**src/hw/ncj_pkg.sv**
```systemverilog
`default_nettype none
// ============================================================
// Shared constants of the sample clock phase stepper
package ncj_pkg;

	// ============================================================
	// Register addresses on the control write port
	localparam logic [4:0] ADDR_DEFAULT_DIVIDE = 5'h0C;
	localparam logic [4:0] ADDR_JITTER_TRIGGER = 5'h0D;
	localparam logic [4:0] ADDR_PHASE_STEP = 5'h0E;

	// ============================================================
	// Field positions of the phase step control and default divide registers
	localparam int STEP_VALUE_MSB = 7;
	localparam int STEP_VALUE_LSB = 4;
	localparam int STEP_REPEAT_MSB = 3;
	localparam int STEP_REPEAT_LSB = 0;
	localparam int DEFAULT_DIVIDE_MSB = 6;

	// ============================================================
	// Values after reset
	localparam logic [6:0] RST_DEFAULT_DIVIDE = 7'h40;
	localparam logic [7:0] RST_PHASE_STEP = 8'h00;
	localparam logic [7:0] RST_DIVISOR = 8'h40;

	// ============================================================
	// Counts
	localparam logic [7:0] MIN_JITTER_DELAY = 8'h01;
	localparam logic [7:0] MIN_DIVISOR = 8'h04;

	// Nominal clock plan: master input times the multiplier, divided by 64
	localparam real MASTER_CLK_MHZ = 35.328;
	localparam int PLL_MULTIPLIER = 4;
	localparam real NOMINAL_SAMPLE_MHZ = 2.208;

	// ============================================================
	// Sequencer modes
	typedef enum logic [1:0] {
		MODE_IDLE = 2'b00,
		MODE_WAIT = 2'b01,
		MODE_STEP = 2'b10
	} ncj_mode_t;

endpackage
`default_nettype wire
```
**src/hw/ncj_div_if.sv**
```systemverilog
`default_nettype none
// ============================================================
// Link between the step sequencer and the programmable divider
interface ncj_div_if;
	logic [7:0] divisor;
	logic preWrap;
	logic sampleClk;

	modport seqSide (
		output divisor,
		input preWrap,
		input sampleClk
	);

	modport divSide (
		input divisor,
		output preWrap,
		output sampleClk
	);
endinterface
`default_nettype wire

```
**src/hw/ncj_divider.sv**
```systemverilog
`default_nettype none
// ============================================================
// Programmable divider of the fast clock into the sample clock
module ncj_divider
	import ncj_pkg::*;
(
	// Clock and reset
	input wire logic core_clk,
	input wire logic rst,
	// Sequencer side
	ncj_div_if.divSide dv
);

	typedef struct packed {
		logic [7:0] cnt;
		logic [7:0] div;
		logic clk;
	} ncj_div_state_t;

	ncj_div_state_t st_ff;
	ncj_div_state_t nxt_st;

	// One cycle of warning lets the sequencer settle the next ratio in time
	assign dv.preWrap = (st_ff.cnt == 8'(st_ff.div - 8'h02));
	assign dv.sampleClk = st_ff.clk;

	// Next ratio is taken only at a period boundary, so no period is torn
	always_comb begin
		nxt_st = st_ff;
		if (st_ff.cnt == 8'(st_ff.div - 8'h01)) begin
			nxt_st.cnt = 8'h00;
			nxt_st.div = (dv.divisor < MIN_DIVISOR) ? MIN_DIVISOR : dv.divisor;
		end else begin
			nxt_st.cnt = 8'(st_ff.cnt + 8'h01);
		end
		// High for the first div/2 cycles of each period, rounded down
		nxt_st.clk = (nxt_st.cnt < {1'b0, nxt_st.div[7:1]});
	end

	// State register
	always_ff @(posedge core_clk or posedge rst) begin
		if (rst) begin
			st_ff <= '{cnt: 8'h00, div: RST_DIVISOR, clk: 1'b1};
		end else begin
			st_ff <= nxt_st;
		end
	end

endmodule
`default_nettype wire

```
**src/hw/ncj_jitter_top.sv**
```systemverilog
`default_nettype none
// Summary of operation
// - A jitter event starts only after a write to the trigger register.
// - The trigger register keeps no value; each event needs a fresh write.
// - Default divide, step value and repeat keep their values until rewritten or reset.
// - During the event the divide ratio is default plus signed step value.
// - Modified ratio lasts repeat-count sample periods, then normal division returns.
// - Event begins the written number of sample periods after the trigger write.
// - A zero step value makes a trigger write leave the clock unchanged.
// - A zero repeat count behaves like a zero step value.
// - Step value is 4-bit two's complement in bits 7 to 4.
// - Repeat count is 4-bit unsigned in bits 3 to 0.
// - Positive step lengthens periods, negative step shortens them.
// - Divide ratio 64 yields the nominal sample clock from the fast clock.
// - Delay field gives sample periods before jitter, 2 to 255 valid; the code also takes 1 and treats 0 as 1.
// - Default divide resets to 64, 7-bit field in bits 6 to 0.
module ncj_jitter_top
	import ncj_pkg::*;
(
	// Clock and reset
	input wire logic core_clk,
	input wire logic rst,
	// Register write port from the serial control deframer
	input wire logic cfgWrEn,
	input wire logic [4:0] cfgAddr,
	input wire logic [7:0] cfgWrData,
	// Register read port
	input wire logic [4:0] cfgRdAddr,
	output logic [7:0] cfgRdData,
	// Sample clock and status
	output logic adcSampleClk,
	output logic jitterActive
);

	// ============================================================
	// State
	typedef struct packed {
		logic [6:0] oscDefaultDivide;
		logic [7:0] phaseStepControl;
		ncj_mode_t mode;
		logic [7:0] delayCnt;
		logic [3:0] repeatCnt;
		logic [7:0] curDivisor;
		logic active;
		logic [7:0] rdData;
	} ncj_state_t;

	ncj_state_t st_ff;
	ncj_state_t nxt_st;

	ncj_div_if dv();

	logic trigWr;
	logic signed [3:0] oscStepValue;
	logic [3:0] oscStepRepeat;
	logic [7:0] defaultDivisor;
	logic [7:0] steppedDivisor;

	// ============================================================
	// Field decode
	assign trigWr = cfgWrEn && (cfgAddr == ADDR_JITTER_TRIGGER);
	assign oscStepValue = st_ff.phaseStepControl[STEP_VALUE_MSB:STEP_VALUE_LSB];
	assign oscStepRepeat = st_ff.phaseStepControl[STEP_REPEAT_MSB:STEP_REPEAT_LSB];
	assign defaultDivisor = {1'b0, st_ff.oscDefaultDivide};
	// Sign extension: a positive step lengthens, a negative one shortens
	assign steppedDivisor = 8'(defaultDivisor + {{4{oscStepValue[3]}}, oscStepValue});

	assign dv.divisor = st_ff.curDivisor;
	assign cfgRdData = st_ff.rdData;
	assign adcSampleClk = dv.sampleClk;
	assign jitterActive = st_ff.active;

	// ============================================================
	// Register file and step sequencer
	always_comb begin
		nxt_st = st_ff;
		// Settings change only by host writes; events never touch them
		if (cfgWrEn && cfgAddr == ADDR_DEFAULT_DIVIDE) begin
			nxt_st.oscDefaultDivide = cfgWrData[DEFAULT_DIVIDE_MSB:0];
		end
		if (cfgWrEn && cfgAddr == ADDR_PHASE_STEP) begin
			nxt_st.phaseStepControl = cfgWrData;
		end
		// Sequencer advances one step per sample period boundary
		if (dv.preWrap) begin
			case (st_ff.mode)
				MODE_IDLE: begin
					nxt_st.curDivisor = defaultDivisor;
				end
				MODE_WAIT: begin
					if (st_ff.delayCnt > MIN_JITTER_DELAY) begin
						nxt_st.delayCnt = 8'(st_ff.delayCnt - 8'h01);
						nxt_st.curDivisor = defaultDivisor;
					end else if (oscStepValue == 4'h0 || oscStepRepeat == 4'h0) begin
						// Nothing to apply: quietly back to idle
						nxt_st.mode = MODE_IDLE;
						nxt_st.curDivisor = defaultDivisor;
					end else begin
						nxt_st.mode = MODE_STEP;
						nxt_st.repeatCnt = oscStepRepeat;
						nxt_st.curDivisor = steppedDivisor;
					end
				end
				MODE_STEP: begin
					if (st_ff.repeatCnt == 4'h1) begin
						nxt_st.mode = MODE_IDLE;
						nxt_st.curDivisor = defaultDivisor;
					end else begin
						nxt_st.repeatCnt = 4'(st_ff.repeatCnt - 4'h1);
						nxt_st.curDivisor = steppedDivisor;
					end
				end
				default: begin
					nxt_st.mode = MODE_IDLE;
					nxt_st.curDivisor = defaultDivisor;
				end
			endcase
		end
		// A trigger write rearms even mid-event; it wins over the boundary step
		if (trigWr) begin
			nxt_st.mode = MODE_WAIT;
			// An aborted event must not leave a stepped ratio queued behind the new wait
			nxt_st.curDivisor = defaultDivisor;
			// Invalid 0 gets the same schedule as 1 rather than wrapping to 256
			nxt_st.delayCnt = (cfgWrData < MIN_JITTER_DELAY) ? MIN_JITTER_DELAY
				: cfgWrData;
		end
		nxt_st.active = (nxt_st.mode == MODE_STEP);
		// Registered read; the trigger register reads back zero
		case (cfgRdAddr)
			ADDR_DEFAULT_DIVIDE: nxt_st.rdData = defaultDivisor;
			ADDR_PHASE_STEP: nxt_st.rdData = st_ff.phaseStepControl;
			ADDR_JITTER_TRIGGER: nxt_st.rdData = 8'h00;
			default: nxt_st.rdData = 8'h00;
		endcase
	end

	// State register
	always_ff @(posedge core_clk or posedge rst) begin
		if (rst) begin
			st_ff <= '{oscDefaultDivide: RST_DEFAULT_DIVIDE,
				phaseStepControl: RST_PHASE_STEP,
				mode: MODE_IDLE,
				delayCnt: 8'h00,
				repeatCnt: 4'h0,
				curDivisor: RST_DIVISOR,
				active: 1'b0,
				rdData: 8'h00};
		end else begin
			st_ff <= nxt_st;
		end
	end

	// ============================================================
	// Divider
	ncj_divider u_divider (
		.core_clk(core_clk),
		.rst(rst),
		.dv(dv.divSide)
	);

	// ============================================================
	// Assertions
	property p_noStepWithoutArm;
		@(posedge core_clk) disable iff (rst)
		(st_ff.mode == MODE_IDLE && !trigWr) |=> (st_ff.mode != MODE_STEP);
	endproperty
	a_noStepWithoutArm: assert property (p_noStepWithoutArm)
		else $error("step entered without a trigger write");

	property p_triggerReadsZero;
		@(posedge core_clk) disable iff (rst)
		(cfgRdAddr == ADDR_JITTER_TRIGGER) |=> (cfgRdData == 8'h00);
	endproperty
	a_triggerReadsZero: assert property (p_triggerReadsZero)
		else $error("trigger register read back nonzero");

	property p_settingsHeld;
		@(posedge core_clk) disable iff (rst)
		!(cfgWrEn && cfgAddr == ADDR_PHASE_STEP) |=> $stable(st_ff.phaseStepControl);
	endproperty
	a_settingsHeld: assert property (p_settingsHeld)
		else $error("phase step control changed without a write");

	property p_stepRatio;
		@(posedge core_clk) disable iff (rst)
		(dv.preWrap && st_ff.mode == MODE_STEP && st_ff.repeatCnt != 4'h1 && !trigWr)
		|=> (st_ff.curDivisor == $past(steppedDivisor)) && st_ff.active;
	endproperty
	a_stepRatio: assert property (p_stepRatio)
		else $error("stepped divisor not default plus step");

	property p_stepEnds;
		@(posedge core_clk) disable iff (rst)
		(dv.preWrap && st_ff.mode == MODE_STEP && st_ff.repeatCnt == 4'h1 && !trigWr)
		|=> (st_ff.mode == MODE_IDLE) && (st_ff.curDivisor == $past(defaultDivisor));
	endproperty
	a_stepEnds: assert property (p_stepEnds)
		else $error("event did not return to default divisor");

	property p_delayCount;
		@(posedge core_clk) disable iff (rst)
		(dv.preWrap && st_ff.mode == MODE_WAIT && st_ff.delayCnt > 8'h01 && !trigWr)
		|=> (st_ff.mode == MODE_WAIT) && (st_ff.delayCnt == $past(st_ff.delayCnt) - 1);
	endproperty
	a_delayCount: assert property (p_delayCount)
		else $error("delay count did not step by one period");

	property p_nullEvent;
		@(posedge core_clk) disable iff (rst)
		(dv.preWrap && st_ff.mode == MODE_WAIT && st_ff.delayCnt <= 8'h01 && !trigWr
			&& (oscStepValue == 4'h0 || oscStepRepeat == 4'h0))
		|=> (st_ff.mode == MODE_IDLE) && (st_ff.curDivisor == $past(defaultDivisor));
	endproperty
	a_nullEvent: assert property (p_nullEvent)
		else $error("zero step or repeat altered the clock");

	property p_armLoad;
		@(posedge core_clk) disable iff (rst)
		trigWr |=> (st_ff.mode == MODE_WAIT)
			&& (st_ff.delayCnt == (($past(cfgWrData) < 8'h01) ? 8'h01 : $past(cfgWrData)));
	endproperty
	a_armLoad: assert property (p_armLoad)
		else $error("trigger write did not load delay");

	property p_activeOnlyInStep;
		@(posedge core_clk) disable iff (rst)
		jitterActive |-> (st_ff.mode == MODE_STEP)
			&& (!$rose(jitterActive) || ($past(dv.preWrap) && $past(st_ff.mode) == MODE_WAIT));
	endproperty
	a_activeOnlyInStep: assert property (p_activeOnlyInStep)
		else $error("active flag outside an event");

	// Main scenarios
	c_enterStep: cover property (@(posedge core_clk) disable iff (rst)
		st_ff.mode == MODE_WAIT ##1 st_ff.mode == MODE_STEP);
	c_leaveStep: cover property (@(posedge core_clk) disable iff (rst)
		st_ff.mode == MODE_STEP ##1 st_ff.mode == MODE_IDLE);
	c_nullEvent: cover property (@(posedge core_clk) disable iff (rst)
		st_ff.mode == MODE_WAIT && oscStepValue == 4'h0 ##1 st_ff.mode == MODE_IDLE);
	c_rearmInStep: cover property (@(posedge core_clk) disable iff (rst)
		st_ff.mode == MODE_STEP && trigWr);

endmodule
`default_nettype wire

```
**config.mk**
```make
export PLATFORM = sky130hd
export DESIGN_NAME = ncj_jitter_top
export DESIGN_NICKNAME = d
export VERILOG_FILES = /design/src/hw/ncj_pkg.sv /design/src/hw/ncj_div_if.sv /design/src/hw/ncj_divider.sv /design/src/hw/ncj_jitter_top.sv
export SDC_FILE = /design/constraint.sdc
export NUM_CORES = 1
export LEC_CHECK = 0
export ABC_AREA = 1
export BUFFER_PORTS_ARGS = -buffer_cell sky130_fd_sc_hd__buf_2
export CAP_MARGIN = 40
export CELL_PAD_IN_SITES_DETAIL_PLACEMENT = 1
export CELL_PAD_IN_SITES_GLOBAL_PLACEMENT = 1
export CORE_MARGIN = 2
export CORE_UTILIZATION = 45
export DETAILED_ROUTE_END_ITERATION = 16
export MAX_ROUTING_LAYER = met4
export PLACE_DENSITY_LB_ADDON = 0.1
export SLEW_MARGIN = 15
export SYNTH_ARGS = -nofsm -noshare
export SYNTH_HDL_FRONTEND = slang
export SYNTH_SLANG_ARGS = --single-unit
```
**constraint.sdc**
```tcl
create_clock -name core_clk -period 3 [get_ports core_clk]
set_input_delay 0.15 -clock core_clk [delete_from_list [all_inputs] [get_ports core_clk]]
set_output_delay 0.15 -clock core_clk [all_outputs]
set_load 0.02 [all_outputs]
```
# Yosys cells after proc, flatten, opt, wreduce, memory -nomap -nowiden
# Cells that the tools add are included.
[classes]
eq_ne = 14
mux = 22
order_cmp = 4
div = 0
n_reduce_logical = 13
mul = 0
n_bitwise = 0
n_shift = 0
add_sub_neg = 6
[op_table]
columns = ["op", "n"]
rows = [
  ["$mux 8", 10],
  ["$pmux 8 s2", 2],
  ["$eq 5x4->1 const B", 5],
  ["$mux 22", 1],
  ["$eq 8x8->1", 2],
  ["$sub 8x1->8 const B", 2],
  ["$mux 4", 3],
  ["$mux 10", 1],
  ["$add 7x8->8", 1],
  ["$add 8x1->8 const B", 1],
  ["$gt 8x1->1 const B", 1],
  ["$logic_not 4->1", 2],
  ["$lt 8x1->1 const B", 1],
  ["$lt 8x3->1 const B", 1],
  ["$lt 8x7->1", 1],
  ["$pmux 4 s2", 1],
  ["$reduce_bool 2->1", 4],
  ["$sub 8x2->8 const B", 1],
  ["$mux 2", 3],
  ["$ne 2x2->1 const B", 3],
  ["$pmux 2 s3", 1],
  ["$reduce_and 5->1", 1],
  ["$eq 2x2->1 const B", 2],
  ["$eq 4x1->1 const B", 1],
  ["other kinds (6)", 8],
]
[word_totals]
latchBits = 0
romBits = 0
inputBits = 21
n_memories = 0
mem_bits_rw = 0
regBits = 63

# Depth between registers and ports, before layout
# Gate-level depths: netlist (run 1).
[logic_depth]
ltp_word = 8
ltp_mapped = 20

# Cells and area by module
# From an unflattened synthesis (run 1), not the netlist that was laid out.
[unflattened]
cells_unflattened = 540
hier_area_um2 = 4113.9
[by_module_without_submodules]
columns = ["module", "n_inst", "area_each_um2", "cells_per_inst"]
rows = [
  ["ncj_jitter_top", 1, 2820.2, 352],
  ["ncj_divider", 1, 1293.7, 188],
]

# Worst setup path before layout (run 1)
# No wires, ideal clock.
[synth_timing]
path_kind = "register -> register"
start = "register u_divider.st_ff[2] in the netlist's numbering"
end = "register u_divider.st_ff, in the netlist u_divider.dv.sampleClk"
path_stages_with_launch = 16
t_arrival_ns = 2.275
setup_slack_ns = 0.652
synth_period_minus_slack_ns = 2.348
required_ns = 2.927
setup_ns = 0.073
n_path_buf = 0
path_cell_list = "dfrtp_1 > inv_1 > ha_1 > inv_1 > nor2_1 > nand3_1 > nand2_1 > nand2_1 > nor2_1 > nand3_2 > or2_2 > o21ai_1 > ha_1 > a21oi_1 > o21ai_0 > a21oi_1"
[synth_lines]
columns = ["item", "line", "text"]
rows = [
  ["from (decl)", "ncj_divider.sv:20", "ncj_div_state_t st_ff;"],
  ["from (signal assigned)", "ncj_divider.sv:43", "st_ff <= '{cnt: 8'h00, div: RST_DIVISOR, clk: 1'b1};"],
  ["from (signal assigned)", "ncj_divider.sv:45", "st_ff <= nxt_st;"],
]

==> results.sh, run 1 <==
export IMPL_status="finished clean"
export IMPL_power_per_cell_area_nw_per_um2=478
export IMPL_worst_slack_ns=0.228
export IMPL_critPathCaptureType="register"
export IMPL_dp_slack_ns=0.185
export IMPL_clk_latency_ns=0.34
export IMPL_cp_arrival_ns=3.04
export IMPL_grt_max_degree=32
export IMPL_worstMarginPinSlew_ns=0.565
export IMPL_p_leak_uw=0.00240
export IMPL_critical_path_max_fanout=10
export IMPL_cts_buffer_depth=2
export IMPL_antenna_found_initial=0
export IMPL_swShare_pct=31.8
export IMPL_ant_nets=0
export IMPL_wl_per_cell_um=15.9
export IMPL_dp_hpwl_um=8690
export IMPL_synthSimpleGateAreaFrac_pct=26.3
export IMPL_ys_seq_elements=63
export IMPL_r2r_slack_ns=0.23
export IMPL_hp_class="in -> reg"
export IMPL_root_buffer="clkbuf_8"
export IMPL_yosysWarnings=0
export IMPL_synth_top_family_by_area="simple AND/OR/NAND/NOR gates"
export IMPL_drtIter0Drc=132
export IMPL_period_needed_ns=2.77
export IMPL_drc=0
export IMPL_grt_pass1_vias=3926
export IMPL_period_share_pct=92.4
export IMPL_combPwrFrac_pct=20.7
export IMPL_synth_edff_count=0
export IMPL_yosysSeqAreaShare_pct=38.7
export IMPL_ys_flop_type="dfrtp_1"
export IMPL_synth_xor_area_share_pct=4.50
export IMPL_synth_mux_area_share_pct=0
export IMPL_io_pins=31
export IMPL_numCtsBuffers=9
export IMPL_wl_um=10800
export IMPL_synth_compound_area_share_pct=12.0
export IMPL_path_clk_slew_ns=0.07
export IMPL_fmax_mhz=361
export IMPL_io_buffer_count=30
export IMPL_num_vias=3587
export IMPL_rsz0062_at_grt="no"
export IMPL_dieArea_sq_um=9860
export IMPL_grt_overflow=0
export IMPL_p_switching_uw=692
export IMPL_cts_sinks=63
export IMPL_fillerInstances=1106
export IMPL_drv_slew=0
export IMPL_startpoint_type="register"
export IMPL_ir_worst_vdd_mv=0.265
export IMPL_hold_viol=0
export IMPL_place_gp_congestion=0.910
export IMPL_nets=615
export IMPL_die_h_um=99.3
export IMPL_rows=34
export IMPL_coreArea_sq_um=8760
export IMPL_cts_max_level=3
export IMPL_p_int_uw=1490
export IMPL_synth_adder_area_share_pct=7.84
export IMPL_setup_tns_ns=0
export IMPL_cts_setup_buffers=0
export IMPL_syn_area_per_cell_sq_um=7.60
export IMPL_vias_per_cell=5.26
export IMPL_initial_core_util_pct=46.6
export IMPL_cts_tree="yes"
export IMPL_antenna_cells=0
export IMPL_synthArstFlopShare_pct=100
export IMPL_p_clk_share_pct=33.1
export IMPL_hold_ws_ns=0.0626
export IMPL_track_usage_pct=24.7
export IMPL_synthCells=538
export IMPL_area_delta_synth_final_pct=11.4
export IMPL_clock_skew_ns=0.00787
export IMPL_yosysUniqueCellTypes=39
export IMPL_dr_pass1_iters=4
export IMPL_seqPwrFrac_pct=46.1
export IMPL_setup_viol=0
export IMPL_crit_type="reg -> reg"
export IMPL_drive_above_1_share_pct=13.8
export IMPL_required_ns=3.27
export IMPL_maxCapViolations=0
export IMPL_syn_num_nets=584
export IMPL_mappedNetlistArea_sq_um=4090
export IMPL_grt_first_pass_wirelength_um=18800
export IMPL_die_x_um=99.3
export IMPL_slew_headroom_pct=62.2
[logic make-up (layout without fill, tap and decap cells)]
group	after synthesis	count (layout)
and+or+nand+nor	240	240
DFF	63	63
xor gates and xnor gates	21	21
adders and majority gates	25	25
AOI/OAI and AO/OA	85	85
buffers and inverters	104	140
[Yosys cell counts (all sizes together), types with 4 or more instances]
| library cell | instances | area share (%) |
|---|---|---|
| a21oi | 13 | 1.6 |
| buf | 13 | 2.2 |
| dfrtp | 59 | 36 |
| dfstp | 4 | 2.6 |
| ha | 24 | 7.3 |
| inv | 87 | 8.0 |
| nand2 | 123 | 11 |
| nand3 | 45 | 5.6 |
| nand4 | 11 | 1.7 |
| nor2 | 41 | 4.2 |
| nor3 | 8 | 1.3 |
| o211ai | 11 | 2.4 |
| o21ai | 49 | 6.0 |
| o22ai | 8 | 1.2 |
| or2 | 5 | 0.77 |
| xnor2 | 7 | 1.5 |
| xor2 | 14 | 3.0 |
[metal layers]
layer | wire, um | share of wire [%] | up-vias | track usage (%)
met5 | 0 | 0 | - | -
met2 | 5610 | 52 | 43 | 43.8
met1 | 4670 | 43 | 1722 | 28.2
li1 | - | - | 1798 | -
met4 | 332 | 3.1 | 0 | 11.2
met3 | 230 | 2.1 | 24 | 2.60
[power groups by stage]
stage / sequential, uW / clock, uW / combinational (uW)
floorplan: 993 / 0 / 338
global placement: 1020 / 0 / 426
detailed placement: 1020 / 0 / 448
CTS: 1000 / 744 / 457
global route: 1010 / 778 / 525
finish: 1000 / 721 / 452
[final timing paths]
kind	from	to	cells after the start
max reg2reg	u_divider.st_ff[1]$_DFFE_PP0N_	u_divider.dv.sampleClk$_DFF_PP1_	15
min reg2reg	dv.divisor[2]$_DFFE_PP0P_	dv.divisor[2]$_DFFE_PP0P_	2
min	cfgWrData[4]	st_ff[25]$_DFFE_PP0P_	3
max	u_divider.st_ff[1]$_DFFE_PP0N_	u_divider.dv.sampleClk$_DFF_PP1_	15
min in group asynchronous	rst	st_ff[19]$_DFFE_PP0P_	3
max in group asynchronous	rst	defaultDivisor[6]$_DFFE_PP1P_	4
[sequential cells by signal, summed over array words and instances, names as in the netlist]
signal                  count
u_divider.st_ff            16
st_ff                      14
cfgRdData                   8
dv.divisor                  8
defaultDivisor              7
oscStepRepeat               4
oscStepValue                4
jitterActive                1
u_divider.dv.sampleClk      1
[stage by stage]
step	util, %	instances	power [uW]	instance area [sq um]
floorplan	-	538	1330	4090
global placement	49.1	664	1440	4300
detailed placement	49.3	665	1470	4320
CTS	51.6	682	2200	4520
global route	52.0	682	2320	4550
finish	52.0	682	2180	4550
[layout by cell type, fill, tap and decap left out, types with 3 or more instances in the layout]
master    Yosys  layout
or2_2         5       5
clkbuf_8      0       9
a21oi_1      13      13
xnor2_1       7       7
inv_2         4       5
o22ai_1       8       8
ha_1         24      22
nor2_1       39      37
buf_4         9       4
nand2_1     122     122
o21ai_0      38      38
nor3_1        5       4
dfstp_2       4       4
nand3_1      44      44
dfrtp_1      59      59
o21ai_1      11      11
o211ai_1     10      10
inv_1        83      81
xor2_1       14      14
nor2_2        1       3
nand4_1      11      11
buf_2         1      30
nor3_2        3       4
[repair_timing]
item,in CTS,in global routing
hold buffers,1,0
endpoints found under the hold margin,13,0
endpoints found under the setup margin,0,1
gates resized for setup,0,9
[critical path: stages, from the launching register on]
cell,delay (ns)
dfrtp_1,0.41
inv_1,0.13
ha_2,0.21
inv_1,0.06
nor2_1,0.13
nand3_1,0.09
nand2_1,0.10
inv_1,0.07
nor2_2,0.13
nand3_4,0.17
or2_2,0.31
o21ai_1,0.13
ha_1,0.29
a21oi_1,0.16
o21ai_0,0.14
a21oi_1,0.16
[final cells by class]
cell class	instances	area (sq um)	area share [%]
clock buffer	11	131	2.88
clock inverter	5	58.8	1.29
inverter	88	337	7.39
multi-input combinational	371	2100	46.1
sequential	63	1580	34.7
tap	108	135	2.97
timing repair buffer	36	210	4.62
(Power assumes the default switching activity.)
==> run 2, diff against run 1 <==
- PLACE_DENSITY_LB_ADDON: 0.1 -> 0.12
==> run 2 against run 1 <==
Effect of this change: utilization shrank 0.70 points; clock skew shrank 0.00090 ns; global-route usage shrank 0.27 points; non-clock buffer count shrank 1; combinational power shrank 2%; via count grew 1.2%; critical path type unchanged; largest cell class unchanged.
==> results.sh, run 2 (synthesis results as in run 1) <==
export IMPL_num_vias=3630
export IMPL_wl_per_cell_um=15.7
export IMPL_cts_setup_buffers=0
export IMPL_vias_per_cell=5.33
export IMPL_status="finished clean"
export IMPL_grt_overflow=0
export IMPL_drc=0
export IMPL_die_h_um=99.3
export IMPL_cts_buffer_depth=2
export IMPL_largest_register="u_divider.st_ff"
export IMPL_grt_pass1_vias=3962
export IMPL_r2r_slack_ns=0.32
export IMPL_fmax_mhz=373
export IMPL_rsz0062_at_grt="no"
export IMPL_largest_reg_flops=16
export IMPL_period_share_pct=89.4
export IMPL_wl_um=10700
export IMPL_reg_top3="u_divider.st_ff x16, st_ff x14"
export IMPL_track_usage_pct=24.5
export IMPL_path_clk_slew_ns=0.07
export IMPL_grt_first_pass_wirelength_um=18700
export IMPL_startpoint_type="register"
export IMPL_drv_slew=0
export IMPL_cts_sinks=63
export IMPL_setup_tns_ns=0
export IMPL_worstMarginPinSlew_ns=0.597
export IMPL_dr_pass1_iters=4
export IMPL_cts_max_level=3
export IMPL_placed_area_sq_um=4300
export IMPL_area_delta_synth_final_pct=9.92
export IMPL_hp_class="in -> reg"
export IMPL_numCtsBuffers=9
export IMPL_dp_hpwl_um=8630
export IMPL_ant_nets=0
export IMPL_nets=614
export IMPL_rows=34
export IMPL_coreArea_sq_um=8760
export IMPL_cp_arrival_ns=2.95
export IMPL_antenna_found_initial=0
export IMPL_setup_viol=0
export IMPL_period_needed_ns=2.68
export IMPL_antenna_cells=0
export IMPL_drive_above_1_share_pct=12.9
export IMPL_clock_skew_ns=0.00697
export IMPL_maxCapViolations=0
export IMPL_hold_viol=0
export IMPL_critical_path_max_fanout=10
export IMPL_crit_type="reg -> reg"
export IMPL_dieArea_sq_um=9860
export IMPL_slew_headroom_pct=60.1
export IMPL_final_cell_mix="nand2_1 (122), inv_1 (82), dfrtp_1 (59), nand3_1 (44)"
export IMPL_grt_max_degree=27
export IMPL_p_leak_uw=0.00239
export IMPL_cts_tree="yes"
export IMPL_clk_latency_ns=0.34
export IMPL_initial_core_util_pct=46.6
export IMPL_required_ns=3.27
export IMPL_critPathCaptureType="register"
export IMPL_place_gp_congestion=0.869
export IMPL_power_per_cell_area_nw_per_um2=467
export IMPL_die_x_um=99.3
export IMPL_fin_area_sq_um=4490
export IMPL_io_buffer_count=30
export IMPL_root_buffer="clkbuf_8"
export IMPL_io_pins=31
export IMPL_layout_cells_most_common="nand2_1"
export IMPL_ir_worst_vdd_mv=0.298
export IMPL_drtIter0Drc=76
==> run 2: power breakdown <==
part,total (uW),switching [uW],internal (uW)
clock,648,329,319
combinational,445,274,171
sequential,1010,78.9,928
==> run 2: metal layers <==
| layer | track usage (%) | routed length, um | part of all wire (%) | up-vias |
|---|---|---|---|---|
| li1 | - | - | - | 1808 |
| met1 | 28.7 | 4740 | 44 | 1747 |
| met2 | 42.7 | 5470 | 51 | 50 |
| met3 | 2.81 | 173 | 1.6 | 25 |
| met4 | 10.0 | 327 | 3.1 | 0 |
| met5 | - | 0 | 0 | - |
==> run 2: cell type report <==
| class | instances | area [sq um] |
|---|---|---|
| repair buffers | 35 | 190 |
| well taps | 108 | 135 |
| multi-input cells | 371 | 2080 |
| fillers | 1145 | 4270 |
| clock inverters | 4 | 22.5 |
| clock buffers | 12 | 145 |
| flip-flops and latches | 63 | 1580 |
| inverters | 88 | 338 |
==> run 2: final timing paths <==
check | start | endpoint | cells past startpoint
max | u_divider.st_ff[1]$_DFFE_PP0N_ | u_divider.dv.sampleClk$_DFF_PP1_ | 15
min | cfgWrData[1] | st_ff[22]$_DFFE_PP0P_ | 3
max reg2reg | u_divider.st_ff[1]$_DFFE_PP0N_ | u_divider.dv.sampleClk$_DFF_PP1_ | 15
min reg2reg | oscStepRepeat[2]$_DFFE_PP0P_ | oscStepRepeat[2]$_DFFE_PP0P_ | 2
max in group asynchronous | rst | u_divider.st_ff[7]$_DFF_PP1_ | 4
min in group asynchronous | rst | st_ff[18]$_DFFE_PP0P_ | 3
==> run 2: through the flow <==
step	total power [uW]	hold slack [ns]	utilization, %	cells	setup slack, ns
after floorplan	1330	0.298	-	538	0.652
after global placement	1440	0.240	49.1	664	0.375
after detailed placement	1470	0.252	49.1	664	0.234
after CTS	2120	0.0998	51.1	681	0.203
after global routing	2230	0.109	51.3	681	0.0114
final	2100	0.107	51.3	681	0.318
==> run 2: what timing repair did <==
item / in CTS / in global routing
gates resized for setup: 0 / 4
hold buffers: 1 / 0
hold endpoints to repair: 23 / 0
setup endpoints to repair: 0 / 1
==> run 2: critical path, cell delays in order (launching register included) <==
cell,delay (ns)
dfrtp_1,0.42
inv_1,0.14
ha_1,0.23
inv_1,0.07
nor2_1,0.15
nand3_1,0.09
nand2_1,0.09
inv_1,0.04
nor2_1,0.16
nand3_4,0.16
or2_2,0.31
o21ai_1,0.13
ha_1,0.26
o21ai_0,0.11
o21ai_0,0.13
a21oi_1,0.13
